File: src/rtl/mpeg_status_consts.vh
// local register addresses, field positions and reset values of the status group
// included by the status register bank; definitions only
`ifndef MPEG_STATUS_CONSTS_VH
`define MPEG_STATUS_CONSTS_VH

// =====================================================
// local addresses
`define ADDR_CONTINUE 8'h00
`define ADDR_EVENT_FLAGS 8'h1c
`define ADDR_EVENT_MASK 8'h1d
`define ADDR_DECODED_HDR 8'h21
`define ADDR_USED_HDR 8'h22
`define ADDR_ERROR_REPORT 8'h24

// =====================================================
// event register bit positions
`define EVT_SYNC_LOST 0
`define EVT_SYNC_GAINED 1
`define EVT_CRC_FAIL 2
`define EVT_STOP 3
`define EVT_DATA_READY 4
`define EVT_WIDTH 5

// =====================================================
// reset values
`define EVENT_RESET 5'h00
`define MASK_RESET 5'h00
`define HEADER_RESET 24'h000000
`define ERROR_RESET 8'h00

// =====================================================
// field layouts
`define HDR_BYTES 3
// used header byte 1: bits 7..4 and bit 2 are forced high on each header load
`define USED_BYTE1_FORCE 8'hf4
// undefined bits read as zero
`define HDR_BYTE2_DEFINED 8'hfc
`define ERR_DEFINED 8'hcf

`endif

File: src/rtl/mpeg_decoder_status_irq_regs.v
// status and interrupt register group of the audio source decoder
// assumes a byte-wide local register port fed by the control interface,
// and header/error data plus status flags from the decoder core on CLK
//
// Functional notes
// - read-only event register at 1CH, five bits
// - data-ready flag rising sets data-ready event
// - stop input rising edge sets stop event
// - failed frame CRC sets CRC event
// - in-sync set/clear sets gained/lost events
// - event bits one when occurred, reset zero
// - mask one unmasks, reset all masked
// - mask bit gates same-position event only
// - masked events recorded, not on pin
// - decoded header block at 21H, always readable
// - header byte 1 field layout
// - header bytes 2 and 3 field layout
// - used header block at 22H
// - used byte1 bits 7..4, 2 forced one; reads 00H until the first header load
// - emphasis monitored; de-emphasis applied internally
// - error report at 24H, bits 5,4 undefined
// - bit 7 allocation information valid
// - bit 6 frame decoded normally
// - bits 3..0 scale factor CRC results
// - scale factor bits map to sub-band blocks
// - address 00H continues interrupted block read
`timescale 1ns/1ps
`include "mpeg_status_consts.vh"

module mpeg_decoder_status_irq_regs (
	// clock and reset
	input wire CLK,
	input wire SRST,
	// local register port from the control interface
	input wire [7:0] REG_ADDR,
	input wire REG_RD,
	input wire REG_WR,
	input wire [7:0] REG_WDATA,
	output reg [7:0] REG_RDATA,
	output reg REG_RVALID,
	// status flags and events from the decoder core
	input wire DATA_READY_FLAG,
	input wire IN_SYNC_FLAG,
	input wire CRC_FAIL,
	// stop pin, asynchronous
	input wire STOP_PIN,
	// per-frame header and error data from the decoder core
	input wire HEADER_LOAD,
	input wire [23:0] DECODED_HEADER,
	input wire [23:0] USED_HEADER,
	input wire ERROR_LOAD,
	input wire [7:0] ERROR_REPORT,
	// outputs
	output wire INTERRUPT_OUT_PIN,
	output wire [1:0] EMPHASIS_FIELD
);

// =====================================================
// stop pin synchroniser and edge detect
reg stop_s1;
reg stop_s2;
reg stop_s3;
reg stop_level;
always @(posedge CLK) begin
	if (SRST) begin
		stop_s1 <= 1'b0;
		stop_s2 <= 1'b0;
		stop_s3 <= 1'b0;
		stop_level <= 1'b0;
	end else begin
		// the first stage may go metastable; only later stages reach logic
		stop_s1 <= STOP_PIN;
		stop_s2 <= stop_s1;
		stop_s3 <= stop_s2;
		// a change counts only once the last two stages agree
		if (stop_s2 == stop_s3)
			stop_level <= stop_s3;
	end
end

// =====================================================
// flag edge detection
reg ready_prev;
reg sync_prev;
always @(posedge CLK) begin
	if (SRST) begin
		ready_prev <= 1'b0;
		sync_prev <= 1'b0;
	end else begin
		ready_prev <= DATA_READY_FLAG;
		sync_prev <= IN_SYNC_FLAG;
	end
end

wire stop_rise;
wire [`EVT_WIDTH-1:0] event_set;
wire [`EVT_WIDTH-1:0] event_clr;
reg stop_level_prev;
always @(posedge CLK) begin
	if (SRST)
		stop_level_prev <= 1'b0;
	else
		stop_level_prev <= stop_level;
end
assign stop_rise = stop_level & ~stop_level_prev;
wire ready_rise;
wire sync_rise;
wire sync_fall;
assign ready_rise = DATA_READY_FLAG & ~ready_prev;
assign sync_rise = IN_SYNC_FLAG & ~sync_prev;
assign sync_fall = ~IN_SYNC_FLAG & sync_prev;
// flags already high at reset release report once on the first edge
assign event_set[`EVT_DATA_READY] = ready_rise;
assign event_set[`EVT_STOP] = stop_rise;
// crc failure event, one per high cycle
assign event_set[`EVT_CRC_FAIL] = CRC_FAIL;
assign event_set[`EVT_SYNC_GAINED] = sync_rise;
assign event_set[`EVT_SYNC_LOST] = sync_fall;

// =====================================================
// event and mask registers
wire rd_events;
wire wr_mask;
assign rd_events = REG_RD && (REG_ADDR == `ADDR_EVENT_FLAGS);
assign wr_mask = REG_WR && (REG_ADDR == `ADDR_EVENT_MASK);
assign event_clr = rd_events ? {`EVT_WIDTH{1'b1}} : {`EVT_WIDTH{1'b0}};

wire [`EVT_WIDTH-1:0] event_flags;
wire [`EVT_WIDTH-1:0] event_unmask_bits;
wire [`EVT_WIDTH-1:0] irq_bits;
localparam [`EVT_WIDTH-1:0] EVENT_INIT = `EVENT_RESET;
localparam [`EVT_WIDTH-1:0] MASK_INIT = `MASK_RESET;

// one cell per event bit: flag, its mask and its pin share
genvar gi;
generate
	for (gi = 0; gi < `EVT_WIDTH; gi = gi + 1) begin : g_event_bit
		reg flag;
		reg unmask;
		wire next_flag;
		// sticky, set wins over read clear
		// a set landing in the clearing cycle survives to the next read
		assign next_flag = (flag & ~event_clr[gi]) | event_set[gi];
		always @(posedge CLK) begin
			if (SRST) begin
				flag <= EVENT_INIT[gi];
				unmask <= MASK_INIT[gi];
			end else begin
				flag <= next_flag;
				if (wr_mask)
					unmask <= REG_WDATA[gi];
			end
		end
		assign event_flags[gi] = flag;
		assign event_unmask_bits[gi] = unmask;
		assign irq_bits[gi] = flag & unmask;
	end
endgenerate

assign INTERRUPT_OUT_PIN = |irq_bits;

// =====================================================
// header snapshots, one cell per header byte
// cell hi holds word bits 8*hi up; cell 2 is the first byte read
localparam [23:0] HDR_INIT = `HEADER_RESET;
localparam [23:0] USED_FORCE = {`USED_BYTE1_FORCE, 16'h0000};
localparam [23:0] HDR_KEEP = {8'hff, `HDR_BYTE2_DEFINED, 8'hff};
wire [23:0] decoded_frame_header;
wire [23:0] used_frame_header;

genvar hi;
generate
	for (hi = 0; hi < `HDR_BYTES; hi = hi + 1) begin : g_hdr_byte
		reg [7:0] decoded_byte;
		reg [7:0] used_byte;
		always @(posedge CLK) begin
			if (SRST) begin
				decoded_byte <= HDR_INIT[8*hi +: 8];
				used_byte <= HDR_INIT[8*hi +: 8];
			end else if (HEADER_LOAD) begin
				// decoded header latched whatever the sync state
				// byte 1 tail, id, layer, protect
				decoded_byte <= DECODED_HEADER[8*hi +: 8] & HDR_KEEP[8*hi +: 8];
				used_byte <= (USED_HEADER[8*hi +: 8] | USED_FORCE[8*hi +: 8])
					& HDR_KEEP[8*hi +: 8];
			end
		end
		assign decoded_frame_header[8*hi +: 8] = decoded_byte;
		assign used_frame_header[8*hi +: 8] = used_byte;
	end
endgenerate

// =====================================================
// error report snapshot
// content is not gated by sync; the host judges validity
reg [7:0] frame_error_report;
always @(posedge CLK) begin
	if (SRST) begin
		frame_error_report <= `ERROR_RESET;
	end else begin
		// scale factor results in bits 3..0
		// bit n covers sub-band block n
		if (ERROR_LOAD)
			frame_error_report <= ERROR_REPORT & `ERR_DEFINED;
	end
end

// emphasis handed to the audio path for de-emphasis
assign EMPHASIS_FIELD = used_frame_header[1:0];

// =====================================================
// restricted block transfer tracking
// 0: none, 1: decoded header, 2: used header, 3: error report
// a read of 1CH or an unmapped address keeps the saved place
localparam BLK_NONE = 2'd0;
localparam BLK_DECODED = 2'd1;
localparam BLK_USED = 2'd2;
localparam BLK_ERROR = 2'd3;

reg [1:0] block_sel;
reg [1:0] byte_index;
reg [1:0] next_block_sel;
reg [1:0] next_byte_index;
reg [1:0] rd_block;
reg [1:0] rd_index;

always @* begin
	next_block_sel = block_sel;
	next_byte_index = byte_index;
	rd_block = BLK_NONE;
	rd_index = 2'd0;
	if (REG_RD) begin
		case (REG_ADDR)
		`ADDR_DECODED_HDR: begin
			rd_block = BLK_DECODED;
		end
		`ADDR_USED_HDR: begin
			rd_block = BLK_USED;
		end
		`ADDR_ERROR_REPORT: begin
			rd_block = BLK_ERROR;
		end
		`ADDR_CONTINUE: begin
			rd_block = block_sel;
			rd_index = byte_index;
		end
		default: begin
			rd_block = BLK_NONE;
		end
		endcase
		if (rd_block != BLK_NONE) begin
			next_block_sel = rd_block;
			// saturates at 3, one past the last header byte
			if (rd_index != 2'd3)
				next_byte_index = rd_index + 2'd1;
			else
				next_byte_index = rd_index;
		end
	end
end

always @(posedge CLK) begin
	if (SRST) begin
		block_sel <= BLK_NONE;
		byte_index <= 2'd0;
	end else begin
		block_sel <= next_block_sel;
		byte_index <= next_byte_index;
	end
end

// =====================================================
// read data mux
function [7:0] header_byte;
	input [23:0] hdr;
	input [1:0] idx;
	begin
		case (idx)
		2'd0: header_byte = hdr[23:16];
		2'd1: header_byte = hdr[15:8];
		2'd2: header_byte = hdr[7:0];
		default: header_byte = 8'h00;
		endcase
	end
endfunction

reg [7:0] next_rdata;
always @* begin
	next_rdata = 8'h00;
	if (rd_events) begin
		next_rdata = {3'b000, event_flags};
	end else begin
		case (rd_block)
		BLK_DECODED: next_rdata = header_byte(decoded_frame_header, rd_index);
		BLK_USED: next_rdata = header_byte(used_frame_header, rd_index);
		// single byte; continuation past it reads zero
		BLK_ERROR: next_rdata = (rd_index == 2'd0) ? frame_error_report : 8'h00;
		default: next_rdata = 8'h00;
		endcase
	end
end

// answer strobe, one cycle after each read
always @(posedge CLK) begin
	if (SRST)
		REG_RVALID <= 1'b0;
	else
		REG_RVALID <= REG_RD;
end

// data holds the last answer until the next read
always @(posedge CLK) begin
	if (SRST)
		REG_RDATA <= 8'h00;
	else if (REG_RD)
		REG_RDATA <= next_rdata;
end

endmodule // mpeg_decoder_status_irq_regs

File: config.mk
export PLATFORM = sky130hd
export DESIGN_NAME = mpeg_decoder_status_irq_regs
export DESIGN_NICKNAME = d
export VERILOG_FILES = /design/src/rtl/mpeg_decoder_status_irq_regs.v
export VERILOG_INCLUDE_DIRS = /design/src /design/src/rtl
export SDC_FILE = /design/constraint.sdc
export NUM_CORES = 1
export LEC_CHECK = 0
export ABC_AREA = 1
export BUFFER_PORTS_ARGS = -buffer_cell sky130_fd_sc_hd__buf_2
export CORE_UTILIZATION = 52
export DETAILED_ROUTE_END_ITERATION = 10
export HOLD_SLACK_MARGIN = 0.12
export PLACE_DENSITY_LB_ADDON = 0.1
export SLEW_MARGIN = 20
export SYNTH_ARGS = -nofsm -noshare
export SYNTH_HDL_FRONTEND = slang
export SYNTH_SLANG_ARGS = --single-unit
File: constraint.sdc
create_clock -name CLK -period 1.6 [get_ports CLK]
set_input_delay 0.08 -clock CLK [delete_from_list [all_inputs] [get_ports CLK]]
set_output_delay 0.08 -clock CLK [all_outputs]
set_load 0.03 [all_outputs]
### After elaboration in Yosys (flattened, before gate mapping)

Cells that the tools add are included.

| cells by class | value |
|---|---|
| add/subtract/negate cells | 1 |
| equal/unequal tests | 12 |
| muxes and demuxes | 13 |
| bitwise operators | 28 |
| reductions and logical operators | 7 |

Operators with widths:

| cell | number |
|---|---|
| $pmux W8 S3 | 3 |
| $eq A8 B6 Y1 const B | 3 |
| $eq A8 B5 Y1 const B | 2 |
| $mux W8 | 2 |
| $and A1 B1 Y1 | 14 |
| $mux W2 | 6 |
| $not A1 Y1 | 9 |
| $logic_not A8 Y1 | 1 |
| $pmux W2 S4 | 1 |
| $eq A2 B2 Y1 const B | 3 |
| $mux W5 | 1 |
| $or A1 B1 Y1 | 5 |
| $reduce_or A5 Y1 | 1 |
| $eq A2 B1 Y1 const B | 2 |
| $add A2 B1 Y2 const B | 1 |
| $logic_and A1 B1 Y1 | 2 |
| $logic_not A2 Y1 | 1 |
| $ne A2 B2 Y1 const B | 1 |
| $reduce_and A2 Y1 | 1 |
| $reduce_bool A2 Y1 | 1 |
| $eq A1 B1 Y1 | 1 |

| word-level totals | value |
|---|---|
| register bits after elaboration | 77 |
| output and inout port bits | 12 |

### Depth between registers and ports, before layout

| logic depth | value |
|---|---|
| depth in word-level cells | 8 |
| depth in mapped cells | 13 |

### Worst setup path after synthesis

Ideal clock, no wire load.

| timing path | value |
|---|---|
| kind | flip-flop to flip-flop |
| start | register byte_index[0] |
| end | register REG_RDATA[7] |
| arrival | 1257 ps |
| required time | 1536 ps |
| slack | 279 ps |
| stages on the path, launching flop included | 9 |
| path buffers | 0 |
| period minus slack after synthesis | 1321 ps |
| cell sequence | dfxtp_1 > inv_1 > nor3_1 > nand4_1 > nand3_1 > nand2_1 > nand3_1 > nor2_1 > nor2_1 |

| between the ends | value |
|---|---|
| word-level cells in the longest chain between the ends | 7 |
| elaborated cells between the ends (all ways) | 11 |
| classes of those cells | eq/ne (2); mux (8); reduce/logical (1) |

Ends and longest elaborated chain:

| what | line | source |
|---|---|---|
| start: declaration | mpeg_decoder_status_irq_regs.v:221 | `reg [1:0] byte_index;` |
| start signal: assignment | mpeg_decoder_status_irq_regs.v:268 | `byte_index <= next_byte_index;` |
| $mux W2 (*) | mpeg_decoder_status_irq_regs.v:233 | `case (REG_ADDR)` |
| $mux W2 (*) (2 in series) | mpeg_decoder_status_irq_regs.v:232 | `if (REG_RD) begin` |
| $eq A2 B2 Y1, or another cell as far along | mpeg_decoder_status_irq_regs.v:278 | `case (idx)` |
| $pmux W8 S3 or $mux W8 (tied branches) | mpeg_decoder_status_irq_regs.v:278, mpeg_decoder_status_irq_regs.v:297 |  |
| $pmux W8 S3 (*) | mpeg_decoder_status_irq_regs.v:293 | `case (rd_block)` |
| $mux W8 (*) | mpeg_decoder_status_irq_regs.v:290 | `if (rd_events) begin` |
| end signal: assignment | mpeg_decoder_status_irq_regs.v:316 | `REG_RDATA <= next_rdata;` |
| end: declaration | mpeg_decoder_status_irq_regs.v:39 | `output reg [7:0] REG_RDATA,` |

Every way passes the cells marked *; elsewhere a longest branch is shown, timed or not. The select of a mux whose other input is x is not followed.
A chain may end at the register's enable or synchronous reset.

==> impl_metrics.env <==
export IMPL_status="finished, final reports clean"
export IMPL_hold_end="byte_index[1]"
export IMPL_grt_max_degree=60
export IMPL_cts_root_buffer="clkbuf_8"
export IMPL_cp_max_fo=15
export IMPL_drive_gt1_share_pct=20.41
export IMPL_yosys_area_share_simple_pct=36.59
export IMPL_ys_ff_latch=76
export IMPL_worst_clock_skew_ps=8.642
export IMPL_numCtsBuffers=9
export IMPL_synth_cells=480
export IMPL_dr_pass1_iters=6
export IMPL_num_nets_final=709
export IMPL_start_kind="input pin"
export IMPL_cts_tree="done"
export IMPL_grt_antenna_before_repair=0
export IMPL_rows=28
export IMPL_p_int_mw=2.896
export IMPL_finalWorstSetupSlack_ps=62.44
export IMPL_yosys_top_cells_count="nor2_1 (143), nand2_1 (84), dfxtp_1 (76)"
export IMPL_reg2reg_depth=6
export IMPL_grt_pass1_wl_um=15100
export IMPL_crit_path_end_kind="register"
export IMPL_fin_tns_setup_ps=0
export IMPL_totalWireLength_um=9718
export IMPL_fillCellCount=467
export IMPL_core_area_um2=6026
export IMPL_place_ws_ps=19.45
export IMPL_vias=3608
export IMPL_post_dp_cell_area_um2=3815
export IMPL_synthAdderAreaFrac_pct=0
export IMPL_fin_crit_sh_pct=96.10
export IMPL_track_usage_pct=30.19
export IMPL_power_leakage_nw=2.239
export IMPL_synthXorXnorAreaFrac_pct=0
export IMPL_drv_slew=0
export IMPL_rrSetupSlack_ps=170
export IMPL_critPathRequiredTime_ps=1890
export IMPL_worstSkewPairLatency_ps=350
export IMPL_cts_sinks=76
export IMPL_stdcell_area_um2=4707
export IMPL_setup_viol=0
export IMPL_max_freq_mhz=650.4
export IMPL_synth_top_cell_area_share_pct=46.01
export IMPL_area_growth_pct=42.34
export IMPL_dieHeight_um=81.75
export IMPL_clockBufferDepth=2
export IMPL_clockPowerShare_pct=34.1
export IMPL_p_sw_mw=1.071
export IMPL_synth_area_leaders="dfxtp_1 (46%), nor2_1 (16%), nand2_1 (9.5%)"
export IMPL_hold_class="input pin to register"
export IMPL_r2r_start="byte_index[1]"
export IMPL_n_antenna_cell=0
export IMPL_cts_max_level=3
export IMPL_ys_flop_type="dfxtp_1"
export IMPL_ir_drop_mv=0.6301
export IMPL_ys_types=25
export IMPL_relSlewSlack_pct=65.80
export IMPL_worstMarginPinSlew_ps=510.7
export IMPL_hold_viol_final=0
export IMPL_worstPathArrival_ps=1830
export IMPL_fin_util_pct=78.11
export IMPL_drc_errors=0
export IMPL_r2r_end="REG_RDATA[7]"
export IMPL_initial_utilization_pct=54.88
export IMPL_post_place_cells=624
export IMPL_yosysSeqAreaShare_pct=46.01
export IMPL_critPathKind="input pin to register"
export IMPL_hold_depth=6
export IMPL_hold_ws_ps=229.9
export IMPL_synth_top_family_by_area="simple AND/OR/NAND/NOR gates"
export IMPL_grt_setup_unrepaired="no"
export IMPL_syn_cell_area_um2=3307
export IMPL_clkTransAtPathRegs_ps=80
export IMPL_instances_no_fill=707
export IMPL_wire_per_inst_um=13.75
export IMPL_drt_initial_drc_count=253
export IMPL_period_needed_ps=1538
export IMPL_totalPowerFinal_mw=3.966
export IMPL_drt_vias_per_instance=5.103
export IMPL_muxShareOfSynthArea_pct=0
export IMPL_antenna_left=0
export IMPL_io_buffers=79
export IMPL_gr_total_overflow=0
export IMPL_synth_most_common_cell="nor2_1"
export IMPL_synth_largest_area_cell="dfxtp_1"
export IMPL_p_per_area_nw_per_um2=842.7
export IMPL_dpl_hpwl_um=5525
export IMPL_die_w_um=81.75
export IMPL_switching_share_pct=26.99
export IMPL_async_flop_share_pct=0
export IMPL_synth_compound_area_share_pct=11.31
export IMPL_num_io_pins=94
export IMPL_first_global_vias=3383
export IMPL_ys_warn_count=0
export IMPL_seq_power_share_pct=51.7
export IMPL_min_from="REG_ADDR[6]"
export IMPL_pwr_share_comb_pct=14.2
export IMPL_gp_congestion=0.8487
export IMPL_synth_edf_count=0
export IMPL_drv_cap=0
export IMPL_syn_nets=562
export IMPL_die_area_um2=6682
export IMPL_avgSynthCellArea_um2=6.889
-- cell type report --
class / count / area [um2] / share of cell area, %
clock inverter: 6 / 48.80 / 1.037
timing repair buffer: 160 / 1226 / 26.05
clock buffer: 10 / 137.6 / 2.924
multi-input combinational: 356 / 1587 / 33.71
tap: 75 / 93.84 / 1.994
sequential: 76 / 1521 / 32.32
inverter: 24 / 92.59 / 1.967
-- critical path, stage by stage --
cell and delay (ps):
dlygate4sd3_1 540, buf_2 180, inv_4 110, buf_12 150
o21ai_0 80, nor2_1 100, dlygate4sd3_1 570
-- registers in the layout (all words and copies together), names as in the netlist --
register,flops
REG_RDATA,8
REG_RVALID,1
block_sel,2
byte_index,2
frame_error_report,6
g_event_bit.flag,5
g_event_bit.unmask,5
g_hdr_byte.decoded_byte,22
g_hdr_byte.used_byte,18
ready_prev,1
stop_level,1
stop_level_prev,1
stop_s1,1
stop_s2,1
stop_s3,1
sync_prev,1
-- worst max-delay path by stage --
stage / slack (ps) / to / startpoint / depth (start not counted)
6_report: 60 / frame_error_report[0] / SRST / 7
5_1_grt: 10 / g_event_bit[2].flag / REG_ADDR[6] / 10
4_1_cts: 30 / frame_error_report[1] / SRST / 7
3_5_place_dp: 20 / REG_RDATA[3] / REG_ADDR[5] / 12
3_3_place_gp: 90 / REG_RDATA[4] / REG_ADDR[5] / 12
2_1_floorplan: 280 / REG_RDATA[7] / byte_index[0] / 8
-- layout by cell type (no fill, tap or decap), drive strengths merged --
master / synthesis / routed
dlygate4sd3: 0 / 65
a221oi: 1 / 1
clkbuf: 17 / 12
o21ai: 60 / 60
nand2: 90 / 90
o211ai: 2 / 2
a21oi: 10 / 10
inv: 24 / 25
nor2: 149 / 149
nand4: 5 / 5
buf: 7 / 93
nor3: 4 / 4
clkinv: 0 / 5
dfxtp: 76 / 76
nand3: 35 / 35
-- layer usage --
metal / vias up / routed length (um) / global-route usage [%] / part of all wire, %
li1: 1827 / - / - / -
met1: 1622 / 4201 / 36.80 / 43
met5: - / 0 / 0 / 0
met3: 29 / 488 / 4.556 / 5.0
met4: 0 / 236 / 12.81 / 2.4
met2: 130 / 4792 / 52.56 / 49
-- cell families after synthesis --
family,count (synthesis)
buf+inv,48
flops,76
simple gates,283
compound gates,73
-- repair_timing --
item	4_1_cts	5_1_grt
setup endpoints to repair	0	7
hold endpoints to repair	63	0
resized for setup	0	3
hold buffers	65	0
setup buffers	0	0
-- power by group through the flow --
stage	clock, mW	sequential (mW)	combinational (mW)
2_1_floorplan	0	2.09	0.228
3_3_place_gp	0	2.09	0.386
3_5_place_dp	0	2.09	0.396
4_1_cts	1.36	2.05	0.524
5_1_grt	1.45	2.06	0.623
6_report	1.35	2.05	0.562
Note: power is estimated with default switching activity, not from simulation.
